===== src/inc/ssei_pkg.sv =====
// ============================================================
// Register map and field layout
package ssei_pkg;

  localparam int unsigned ADDR_W = 12;
  localparam int unsigned DATA_W = 32;
  localparam int unsigned CNT_W  = 16;
  localparam int unsigned CH_W   = 8;

  // ============================================================
  // Byte offsets
  localparam logic [11:0] OFS_END_FLAG   = 12'h104;
  localparam logic [11:0] OFS_RXEND_FLAG = 12'h110;
  localparam logic [11:0] OFS_ACQ_FLAG   = 12'h128;
  localparam logic [11:0] OFS_END_PUB    = 12'h184;
  localparam logic [11:0] OFS_RXEND_PUB  = 12'h190;
  localparam logic [11:0] OFS_ACQ_PUB    = 12'h1a8;
  localparam logic [11:0] OFS_SHORTCUT   = 12'h200;
  localparam logic [11:0] OFS_IRQ_SET    = 12'h304;
  localparam logic [11:0] OFS_IRQ_CLR    = 12'h308;

  // ============================================================
  // Field positions
  localparam int unsigned FLAG_BIT      = 0;
  localparam int unsigned PUB_CH_LSB    = 0;
  localparam int unsigned PUB_CH_MSB    = 7;
  localparam int unsigned PUB_EN_BIT    = 31;
  localparam int unsigned SHORT_ACQ_BIT = 0;
  localparam int unsigned IRQ_END_BIT   = 0;
  localparam int unsigned IRQ_RXEND_BIT = 1;
  localparam int unsigned IRQ_ACQ_BIT   = 2;
  localparam int unsigned IRQ_N         = 3;

  // ============================================================
  // Reset values
  localparam logic [31:0] PUB_RESET   = 32'h0000_0000;
  localparam logic        FLAG_RESET  = 1'h0;
  localparam logic        SHORT_RESET = 1'h0;
  localparam logic [2:0]  IEN_RESET   = 3'h0;
  localparam logic [15:0] CNT_RESET   = 16'h0000;
  localparam logic [31:0] RD_ZERO     = 32'h0000_0000;

endpackage : ssei_pkg


===== src/core/ssei_regs.sv =====
// ============================================================
// Contract
// - Acquired event flag, readable, writable, reset zero
// - Transaction-end publish config, channel, reset zero
// - Rx-end publish config, enable gates broadcast
// - Acquired publish config gates like others
// - Shortcut bit couples end to acquire task
// - Enable-set write one enables matching interrupt
// - Enable-set read returns enable state
// - Enable-clear write one disables matching interrupt
// - Enable-clear read returns same enable state
// - Rx-end event when buffer reaches maximum
`timescale 1ns/1ns

module ssei_regs
  import ssei_pkg::*;
(
  input  wire logic              core_clk,
  input  wire logic              resetn,
  input  wire logic              clk_en,
  input  wire logic [ADDR_W-1:0] reg_addr,
  input  wire logic [DATA_W-1:0] reg_wdata,
  input  wire logic              reg_wr,
  input  wire logic              reg_rd,
  output logic      [DATA_W-1:0] reg_rdata,
  input  wire logic              end_event_pulse,
  input  wire logic              acquired_event_pulse,
  input  wire logic              rx_start_pulse,
  input  wire logic              rx_byte_pulse,
  input  wire logic [CNT_W-1:0]  rx_max_count,
  output logic                   acquire_task_pulse,
  output logic                   end_publish_strobe,
  output logic      [CH_W-1:0]   end_publish_channel,
  output logic                   rx_end_publish_strobe,
  output logic      [CH_W-1:0]   rx_end_publish_channel,
  output logic                   acquired_publish_strobe,
  output logic      [CH_W-1:0]   acquired_publish_channel,
  output logic                   irq
);

  // ============================================================
  // Helpers
  function automatic logic pub_fire(input logic [31:0] cfg,
                                    input logic        ev);
    pub_fire = ev & cfg[PUB_EN_BIT];
  endfunction : pub_fire

  function automatic logic [31:0] bit_word(input logic b);
    bit_word = {31'h0000_0000, b};
  endfunction : bit_word

  function automatic logic flag_next(input logic cur,
                                     input logic set,
                                     input logic wr,
                                     input logic wval);
    // Hardware set wins over a simultaneous software write
    flag_next = set | (wr ? wval : cur);
  endfunction : flag_next

  // ============================================================
  // State
  logic              end_flag_reg;
  logic              rx_end_flag_reg;
  logic              acquired_flag_reg;
  logic [31:0]       end_pub_reg;
  logic [31:0]       rx_end_pub_reg;
  logic [31:0]       acq_pub_reg;
  logic              short_reg;
  logic [IRQ_N-1:0]  ien_reg;
  logic [CNT_W-1:0]  rx_count_reg;
  logic [DATA_W-1:0] rdata_reg;
  logic              acq_task_reg;
  logic              end_pub_stb_reg;
  logic              rx_end_pub_stb_reg;
  logic              acq_pub_stb_reg;
  logic              irq_reg;

  // ============================================================
  // Address decode
  wire hit_end_flag   = (reg_addr == OFS_END_FLAG);
  wire hit_rxend_flag = (reg_addr == OFS_RXEND_FLAG);
  wire hit_acq_flag   = (reg_addr == OFS_ACQ_FLAG);
  wire hit_end_pub    = (reg_addr == OFS_END_PUB);
  wire hit_rxend_pub  = (reg_addr == OFS_RXEND_PUB);
  wire hit_acq_pub    = (reg_addr == OFS_ACQ_PUB);
  wire hit_shortcut   = (reg_addr == OFS_SHORTCUT);
  wire hit_irq_set    = (reg_addr == OFS_IRQ_SET);
  wire hit_irq_clr    = (reg_addr == OFS_IRQ_CLR);

  wire wr_end_flag    = reg_wr & hit_end_flag;
  wire wr_rxend_flag  = reg_wr & hit_rxend_flag;
  wire wr_acq_flag    = reg_wr & hit_acq_flag;
  wire wr_end_pub     = reg_wr & hit_end_pub;
  wire wr_rxend_pub   = reg_wr & hit_rxend_pub;
  wire wr_acq_pub     = reg_wr & hit_acq_pub;
  wire wr_shortcut    = reg_wr & hit_shortcut;
  wire wr_irq_set     = reg_wr & hit_irq_set;
  wire wr_irq_clr     = reg_wr & hit_irq_clr;

  wire wval = reg_wdata[FLAG_BIT];

  // ============================================================
  // Receive buffer fill tracking
  wire [CNT_W-1:0] rx_count_inc = rx_count_reg + 16'h0001;
  wire             rx_room      = (rx_count_reg < rx_max_count);
  wire             rx_take      = rx_byte_pulse & rx_room;
  wire             rx_end_event = rx_take &
                                  (rx_count_inc == rx_max_count);

  wire [CNT_W-1:0] rx_count_next =
    rx_start_pulse ? CNT_RESET :
    rx_take        ? rx_count_inc :
                     rx_count_reg;

  // ============================================================
  // Event flags
  wire end_flag_next =
    flag_next(end_flag_reg, end_event_pulse, wr_end_flag, wval);
  wire rx_end_flag_next =
    flag_next(rx_end_flag_reg, rx_end_event, wr_rxend_flag, wval);
  wire acquired_flag_next =
    flag_next(acquired_flag_reg, acquired_event_pulse,
              wr_acq_flag, wval);

  // ============================================================
  // Configuration registers
  wire [31:0] end_pub_next =
    wr_end_pub ? reg_wdata : end_pub_reg;
  wire [31:0] rx_end_pub_next =
    wr_rxend_pub ? reg_wdata : rx_end_pub_reg;
  wire [31:0] acq_pub_next =
    wr_acq_pub ? reg_wdata : acq_pub_reg;
  wire short_next =
    wr_shortcut ? reg_wdata[SHORT_ACQ_BIT] : short_reg;

  // ============================================================
  // Interrupt enables
  wire [IRQ_N-1:0] ien_set_bits =
    wr_irq_set ? reg_wdata[IRQ_N-1:0] : IEN_RESET;
  wire [IRQ_N-1:0] ien_clr_bits =
    wr_irq_clr ? reg_wdata[IRQ_N-1:0] : IEN_RESET;
  wire [IRQ_N-1:0] ien_next =
    (ien_reg | ien_set_bits) & ~ien_clr_bits;

  wire [IRQ_N-1:0] flag_vec_next;
  assign flag_vec_next[IRQ_END_BIT]   = end_flag_next;
  assign flag_vec_next[IRQ_RXEND_BIT] = rx_end_flag_next;
  assign flag_vec_next[IRQ_ACQ_BIT]   = acquired_flag_next;

  wire irq_next = |(flag_vec_next & ien_next);

  // ============================================================
  // Event outputs
  wire acq_task_next = end_event_pulse & short_reg;
  wire end_pub_stb_next =
    pub_fire(end_pub_reg, end_event_pulse);
  wire rx_end_pub_stb_next =
    pub_fire(rx_end_pub_reg, rx_end_event);
  wire acq_pub_stb_next =
    pub_fire(acq_pub_reg, acquired_event_pulse);

  // ============================================================
  // Read mux
  wire [DATA_W-1:0] ien_word = {29'h0000_0000, ien_reg};

  wire [DATA_W-1:0] rd_word =
    hit_end_flag   ? bit_word(end_flag_reg)      :
    hit_rxend_flag ? bit_word(rx_end_flag_reg)   :
    hit_acq_flag   ? bit_word(acquired_flag_reg) :
    hit_end_pub    ? end_pub_reg                 :
    hit_rxend_pub  ? rx_end_pub_reg              :
    hit_acq_pub    ? acq_pub_reg                 :
    hit_shortcut   ? bit_word(short_reg)         :
    hit_irq_set    ? ien_word                    :
    hit_irq_clr    ? ien_word                    :
                     RD_ZERO;

  wire [DATA_W-1:0] rdata_next = reg_rd ? rd_word : RD_ZERO;

  // ============================================================
  // Event flag flops
  always_ff @(posedge core_clk) begin
    if (!resetn) begin
      end_flag_reg <= FLAG_RESET;
    end else if (clk_en) begin
      end_flag_reg <= end_flag_next;
    end
  end

  always_ff @(posedge core_clk) begin
    if (!resetn) begin
      rx_end_flag_reg <= FLAG_RESET;
    end else if (clk_en) begin
      rx_end_flag_reg <= rx_end_flag_next;
    end
  end

  always_ff @(posedge core_clk) begin
    if (!resetn) begin
      acquired_flag_reg <= FLAG_RESET;
    end else if (clk_en) begin
      acquired_flag_reg <= acquired_flag_next;
    end
  end

  // ============================================================
  // Configuration, interrupt enable and rx count flops
  always_ff @(posedge core_clk) begin
    if (!resetn) begin
      end_pub_reg <= PUB_RESET;
    end else if (clk_en) begin
      end_pub_reg <= end_pub_next;
    end
  end

  always_ff @(posedge core_clk) begin
    if (!resetn) begin
      rx_end_pub_reg <= PUB_RESET;
    end else if (clk_en) begin
      rx_end_pub_reg <= rx_end_pub_next;
    end
  end

  always_ff @(posedge core_clk) begin
    if (!resetn) begin
      acq_pub_reg <= PUB_RESET;
    end else if (clk_en) begin
      acq_pub_reg <= acq_pub_next;
    end
  end

  always_ff @(posedge core_clk) begin
    if (!resetn) begin
      short_reg <= SHORT_RESET;
    end else if (clk_en) begin
      short_reg <= short_next;
    end
  end

  always_ff @(posedge core_clk) begin
    if (!resetn) begin
      ien_reg <= IEN_RESET;
    end else if (clk_en) begin
      ien_reg <= ien_next;
    end
  end

  always_ff @(posedge core_clk) begin
    if (!resetn) begin
      rx_count_reg <= CNT_RESET;
    end else if (clk_en) begin
      rx_count_reg <= rx_count_next;
    end
  end

  // ============================================================
  // Output flops
  always_ff @(posedge core_clk) begin
    if (!resetn) begin
      rdata_reg <= RD_ZERO;
    end else if (clk_en) begin
      rdata_reg <= rdata_next;
    end
  end

  always_ff @(posedge core_clk) begin
    if (!resetn) begin
      acq_task_reg <= 1'h0;
    end else if (clk_en) begin
      acq_task_reg <= acq_task_next;
    end
  end

  always_ff @(posedge core_clk) begin
    if (!resetn) begin
      end_pub_stb_reg <= 1'h0;
    end else if (clk_en) begin
      end_pub_stb_reg <= end_pub_stb_next;
    end
  end

  always_ff @(posedge core_clk) begin
    if (!resetn) begin
      rx_end_pub_stb_reg <= 1'h0;
    end else if (clk_en) begin
      rx_end_pub_stb_reg <= rx_end_pub_stb_next;
    end
  end

  always_ff @(posedge core_clk) begin
    if (!resetn) begin
      acq_pub_stb_reg <= 1'h0;
    end else if (clk_en) begin
      acq_pub_stb_reg <= acq_pub_stb_next;
    end
  end

  always_ff @(posedge core_clk) begin
    if (!resetn) begin
      irq_reg <= 1'h0;
    end else if (clk_en) begin
      irq_reg <= irq_next;
    end
  end

  // ============================================================
  // Output drive
  assign reg_rdata               = rdata_reg;
  assign acquire_task_pulse      = acq_task_reg;
  assign end_publish_strobe      = end_pub_stb_reg;
  assign rx_end_publish_strobe   = rx_end_pub_stb_reg;
  assign acquired_publish_strobe = acq_pub_stb_reg;
  assign irq                     = irq_reg;

  assign end_publish_channel      = end_pub_reg[PUB_CH_MSB:PUB_CH_LSB];
  assign rx_end_publish_channel   =
    rx_end_pub_reg[PUB_CH_MSB:PUB_CH_LSB];
  assign acquired_publish_channel = acq_pub_reg[PUB_CH_MSB:PUB_CH_LSB];

endmodule : ssei_regs


===== config.mk =====
export PLATFORM = sky130hd
export DESIGN_NAME = ssei_regs
export DESIGN_NICKNAME = d
export VERILOG_FILES = /design/src/inc/ssei_pkg.sv /design/src/core/ssei_regs.sv
export SDC_FILE = /design/constraint.sdc
export NUM_CORES = 1
export LEC_CHECK = 0
export BUFFER_PORTS_ARGS = -buffer_cell sky130_fd_sc_hd__buf_2
export CAP_MARGIN = 0
export CELL_PAD_IN_SITES_DETAIL_PLACEMENT = 1
export CELL_PAD_IN_SITES_GLOBAL_PLACEMENT = 1
export CORE_MARGIN = 10
export CORE_UTILIZATION = 38
export DETAILED_ROUTE_END_ITERATION = 8
export PLACE_DENSITY = 0.84
export SETUP_SLACK_MARGIN = 0.02
export SYNTH_ARGS = -nofsm -noshare
export SYNTH_HDL_FRONTEND = slang
export SYNTH_SLANG_ARGS = --single-unit

===== constraint.sdc =====
create_clock -name core_clk -period 2.32 [get_ports core_clk]
set_input_delay 0.116 -clock core_clk [delete_from_list [all_inputs] [get_ports core_clk]]
set_output_delay 0.116 -clock core_clk [all_outputs]
set_load 0.005 [all_outputs]

== After elaboration in Yosys (flattened, before gate mapping) ==
Index checks and enable logic that the tools add are counted.
W data, S select, Z words.
Word-level totals
  register bits: 156
  bits of input ports: 69
Operators by class
  $add $sub $neg: 1
  magnitude comparators: 1
  eq/ne operators: 10
  mux-type cells: 17
  bitwise logic cells: 22
  reduce and logical (&&, ||, !) cells: 7
Operator list (number)
  $mux W32: 7
  $eq A12 B9 Y1 const B: 6
  $eq A12 B10 Y1 const B: 3
  $mux W16: 2
  $add A16 B1 Y16 const B: 1
  $eq A16 B16 Y1: 1
  $lt A16 B16 Y1: 1
  $and A1 B1 Y1: 15
  $mux W3: 5
  $reduce_and A2 Y1: 5
  $and A3 B3 Y3: 2
  $mux W1: 3
  $not A3 Y3: 1
  $or A1 B1 Y1: 3
  $or A3 B3 Y3: 1
  $reduce_or A3 Y1: 1
  $reduce_bool A2 Y1: 1

== Depth between registers and ports, before layout ==
  depth in word-level cells: 11
  gate-level depth with buffers: 9
  gate-level depth less buffers: 8

== Worst setup path before layout ==
OpenSTA, ideal clock, no wires.
  kind: register to register
  from: register rx_count_reg[1]
  to: register rx_end_flag_reg
  setup time: 74 ps
  arrival: 2264 ps
  data required time: 2246 ps
  slack: -18 ps
  cell stages (with the launch flop): 10
  clock period less this slack: 2338 ps
  path through: dfxtp_1 -> ha_1 -> buf_4 -> nand3_4 -> or3_4 -> buf_6 -> a221o_1 -> a2111oi_2 -> nand4_1 -> a31oi_1
Between the ends
  cells in the longest elaborated chain, start to end: 4
  elaborated cells between the ends (all ways): 6
RTL lines
  start, declared: line ssei_regs.sv:70  | logic [CNT_W-1:0] rx_count_reg;
  start signal, assigned: line ssei_regs.sv:252  | rx_count_reg <= rx_count_next;
  $add A16 B1 Y16 / $lt A16 B16 Y1 (equally long branches): line ssei_regs.sv:104, ssei_regs.sv:105
  $eq A16 B16 Y1 / $and A1 B1 Y1 (equally long branches): line ssei_regs.sv:108, ssei_regs.sv:106
  $and A1 B1 Y1 (*): line ssei_regs.sv:107  | wire rx_end_event = rx_take &
  $or A1 B1 Y1 (*): line ssei_regs.sv:57  | flag_next = set | (wr ? wval : cur);
  end signal, assigned: line ssei_regs.sv:194  | rx_end_flag_reg <= rx_end_flag_next;
  end, declared: line ssei_regs.sv:63  | logic rx_end_flag_reg;
Every way passes the cells marked *; elsewhere a longest branch is shown, timed or not.
A chain may end at the register's enable or synchronous reset.

== Worst setup path in the final report ==
  from: register rx_count_reg[11]
  to: register rx_count_reg[6]
Between the ends
  cells in the longest elaborated chain, start to end: 4
RTL lines
  $lt A16 B16 Y1: line ssei_regs.sv:105  | wire rx_room = (rx_count_reg < rx_max_count);
  $and A1 B1 Y1: line ssei_regs.sv:106  | wire rx_take = rx_byte_pulse & rx_room;
  $reduce_bool A2 Y1 (no source line)
  $reduce_and A2 Y1 (no source line)
No other way between the ends.

==> flow_summary_export.csv <==
group,metric,value,unit
outcome,status,"completed",
global_routing,grt-ovfl-total,0,
yosys,ys_seq_elements,156,
worst_setup_path,crit_type,"reg2reg",
worst_setup_path,cp-start-kind,"register",
route,drc_errors,0,
global_routing,grt_pass1_vias,8065,
cells_and_area,multi_input_area,3950,um2
sta,finalHoldViolations,0,
route,dr_wl_met3,1510,um
global_routing,grtUsageTotal,20.8,%
yosys,synth_compound_area_share,23.2,%
yosys,synth-main-ff-cell,"dfxtp_1",
worst_setup_path,cp_max_fo,11,
sta,rsz0062_at_grt,"yes",
route,postRouteAntennaNets,0,
sta,setup_violations,0,
floorplan,fp-row-count,51,
clock_network,clockBufferDepth,2,
yosys,async_flop_share,0,%
cells_and_area,nFillCells,2390,
place,dpl_cell_area,8650,um2
clock_network,cts_root_buf,"clkbuf_16",
yosys,yosys.area_share.simple,21.9,%
route,wl_met2,14000,um
sta,worstMarginPinSlew,0.605,ns
worst_setup_path,arrival,2.59,ns
pwr,power_frac_clock,47.4,%
floorplan,start_util,38.9,%
yosys,synth_xor_xnor_area_share,1.84,%
pwr,p_sw,1470,uW
yosys,synth_edf_count,0,
route,vias,7808,
clock_network,cts_buffers,17,
pwr,switching_share,25.0,%
cells_and_area,antenna_cells,0,
yosys,synthDominantCellAreaShare,41.0,%
cells_and_area,drive_gt1_share,22.9,%
yosys,synthAdderAreaFrac,2.79,%
place,port_buffers,129,
yosys,synth_nets,1031,
route,drt_pre_antenna_iters,6,
pwr,cellLeakagePower,0.00364,uW
floorplan,io_pins,130,
sta,skew,0.0112,ns
floorplan,die_w,162,um
route,wl_met1,11800,um
floorplan,die_h,162,um
pwr,irDropWorstVdd,0.531,mV
flow_run,cap_violations,0,
yosys,yosysWarningCount,0,
sta,slew_headroom,59.7,%
place,finalWeightedCongestion,0.885,
worst_setup_path,worstSetupEndpointType,"register",
yosys,synthMuxAreaShare,0.821,%
yosys,yosysSeqAreaShare,41.0,%
floorplan,die_area,26100,um2
clock_network,numClockSinks,156,
global_routing,grt_max_degree,51,
sta,final-max-slew-violation-count,0,
cells_and_area,seqCellArea,3130,um2
clock_network,cts_tree,"yes",
cells_and_area,syn2layout_area_growth,26.1,%
cells_and_area,fin_nets,1176,
worst_setup_path,rrSetupSlack,0.05,ns
yosys,post_synth.cell_area_avg,8.06,um2
pwr,seqPwrFrac,45.7,%
floorplan,design.core.area,19600,um2
clock_network,htreeDepth,4,
global_routing,antenna_found_initial,0,
global_routing,grt_pass1_wl,44200,um
clock_network,clk_latency,0.43,ns
route,drt-total-wl,27900,um
route,wl_per_cell,20.4,um
yosys,netlist_top_cells_area,"dfxtp_1, nand2_1, a21oi_1",
cells_and_area,fin_area,9610,um2
yosys,synth_top_family_by_area,"compound AO/OA/AOI/OAI gates",
sta,finalCritPeriodShare,97.8,%
yosys,netlist_area,7620,um2
clock_network,path_clk_slew,0.07,ns
route,avgViaCountPerCell,5.71,
yosys,synthCells,945,
pwr,total_power,5880,uW
place,hpwl,19000,um
yosys,synth.distinct_cells,66,
route,dr.max_layer_used,"met4",
pwr,internal-power,4410,uW
pwr,p_per_area,612,nW/um2
pwr,p_comb_share,7.0,%
yosys,synth_top_area_cell,"dfxtp_1",
route,drtIter0Drc,620,
worst_setup_path,required,2.64,ns
sta,fin_crit,2.27,ns
worst_hold_path,hp-class,"in2reg",
sta,max_freq,441,MHz
==> final timing paths <==
path / from / endpoint / cells after the start
setup / recovery: rx_count_reg[11] / rx_count_reg[6] / 8
hold / removal: reg_wdata[2] / acq_pub_reg[2] / 3
setup reg to reg: rx_count_reg[11] / rx_count_reg[6] / 8
hold reg to reg: acq_pub_reg[12] / acq_pub_reg[12] / 2
==> worst max-delay path, cell delays in order, from the launching register on <==
cell and delay [ns]:
dfxtp_1 0.32, ha_1 0.29, and2_1 0.18, a221o_1 0.32
a21o_1 0.21, buf_4 0.18, nor2_1 0.25, a21oi_1 0.12
o311a_1 0.29
==> power by group through the flow <==
stage          sequential [uW]  clock (uW)  combinational (uW)
3_3_place_gp              2750           0                 347
3_5_place_dp              2750           0                 352
2_1_floorplan             2750           0                 172
6_report                  2690        2790                 409
4_1_cts                   2690        2840                 399
5_1_grt                   2690        2950                 442
==> cell usage in the layout, fill, tap and decap left out, drive strengths merged, types with 5 or more instances in the layout <==
| master | instances |
|---|---|
| o211ai | 7 |
| nor2 | 51 |
| a2bb2oi | 29 |
| buf | 189 |
| inv | 28 |
| a32o | 6 |
| nand3 | 22 |
| dfxtp | 156 |
| nor4 | 13 |
| xor2 | 8 |
| clkbuf | 20 |
| a31oi | 7 |
| nor3 | 22 |
| or4 | 5 |
| nor2b | 6 |
| dlygate4sd3 | 32 |
| a211oi | 6 |
| ha | 17 |
| nand4 | 7 |
| a222oi | 31 |
| nand2 | 220 |
| xnor2 | 8 |
| a21oi | 118 |
| a311oi | 5 |
| o21ai | 19 |
| a21o | 6 |
==> cell usage after synthesis (all sizes together), types with 19 or more instances <==
library cell  count
a21oi           118
a222oi           31
a2bb2oi          29
buf              48
clkbuf           47
dfxtp           156
inv              21
nand2           220
nand3            22
nor2             51
nor3             22
o21ai            19
==> cells by family (layout without fill, tap and decap cells) <==
logic type                 Yosys count  count (layout)
and+or+nand+nor                    373             373
AOI/OAI and AO/OA                  260             260
DFF                                156             156
buffers and inverters              117             275
adders and majority gates           17              17
xor gates and xnor gates            16              16
muxes                                6               6
==> routing by layer <==
| metal | global-route usage (%) | up-vias |
|---|---|---|
| met5 | 0 | - |
| met4 | 7.82 | 0 |
| met3 | 4.19 | 44 |
| met2 | 36.6 | 268 |
| met1 | 24.5 | 3842 |
| li1 | - | 3654 |
==> metrics by stage <==
step                setup WS [ns]  util [%]  cells  setup TNS (ns)  hold slack (ns)
finish                     0.0503      49.0   1368               0           0.0446
global route              -0.0898      49.0   1368          -0.442           0.0321
CTS                        0.0204      48.8   1367               0           0.0152
detailed placement         -0.145      44.1   1303           -1.11            0.390
global placement          -0.0706      44.1   1303          -0.454            0.384
floorplan                  0.0368         -    945               0            0.233
==> layout make-up <==
cell class / instances / area share, %
multi-input combinational: 672 / 41.1
sequential: 156 / 32.6
timing repair buffer: 221 / 15.9
clock buffer: 20 / 4.75
tap: 265 / 3.45
clock inverter: 12 / 1.30
inverter: 22 / 0.886
==> repair_timing <==
action                                  4_1_cts  5_1_grt
resized for setup                             5        9
endpoints found under the hold margin        92        0
setup buffers                                 0        1
hold buffers                                 32        0
endpoints found under the setup margin       11       11
pin swaps                                     1        5
Power figures use the tool's default switching activity.
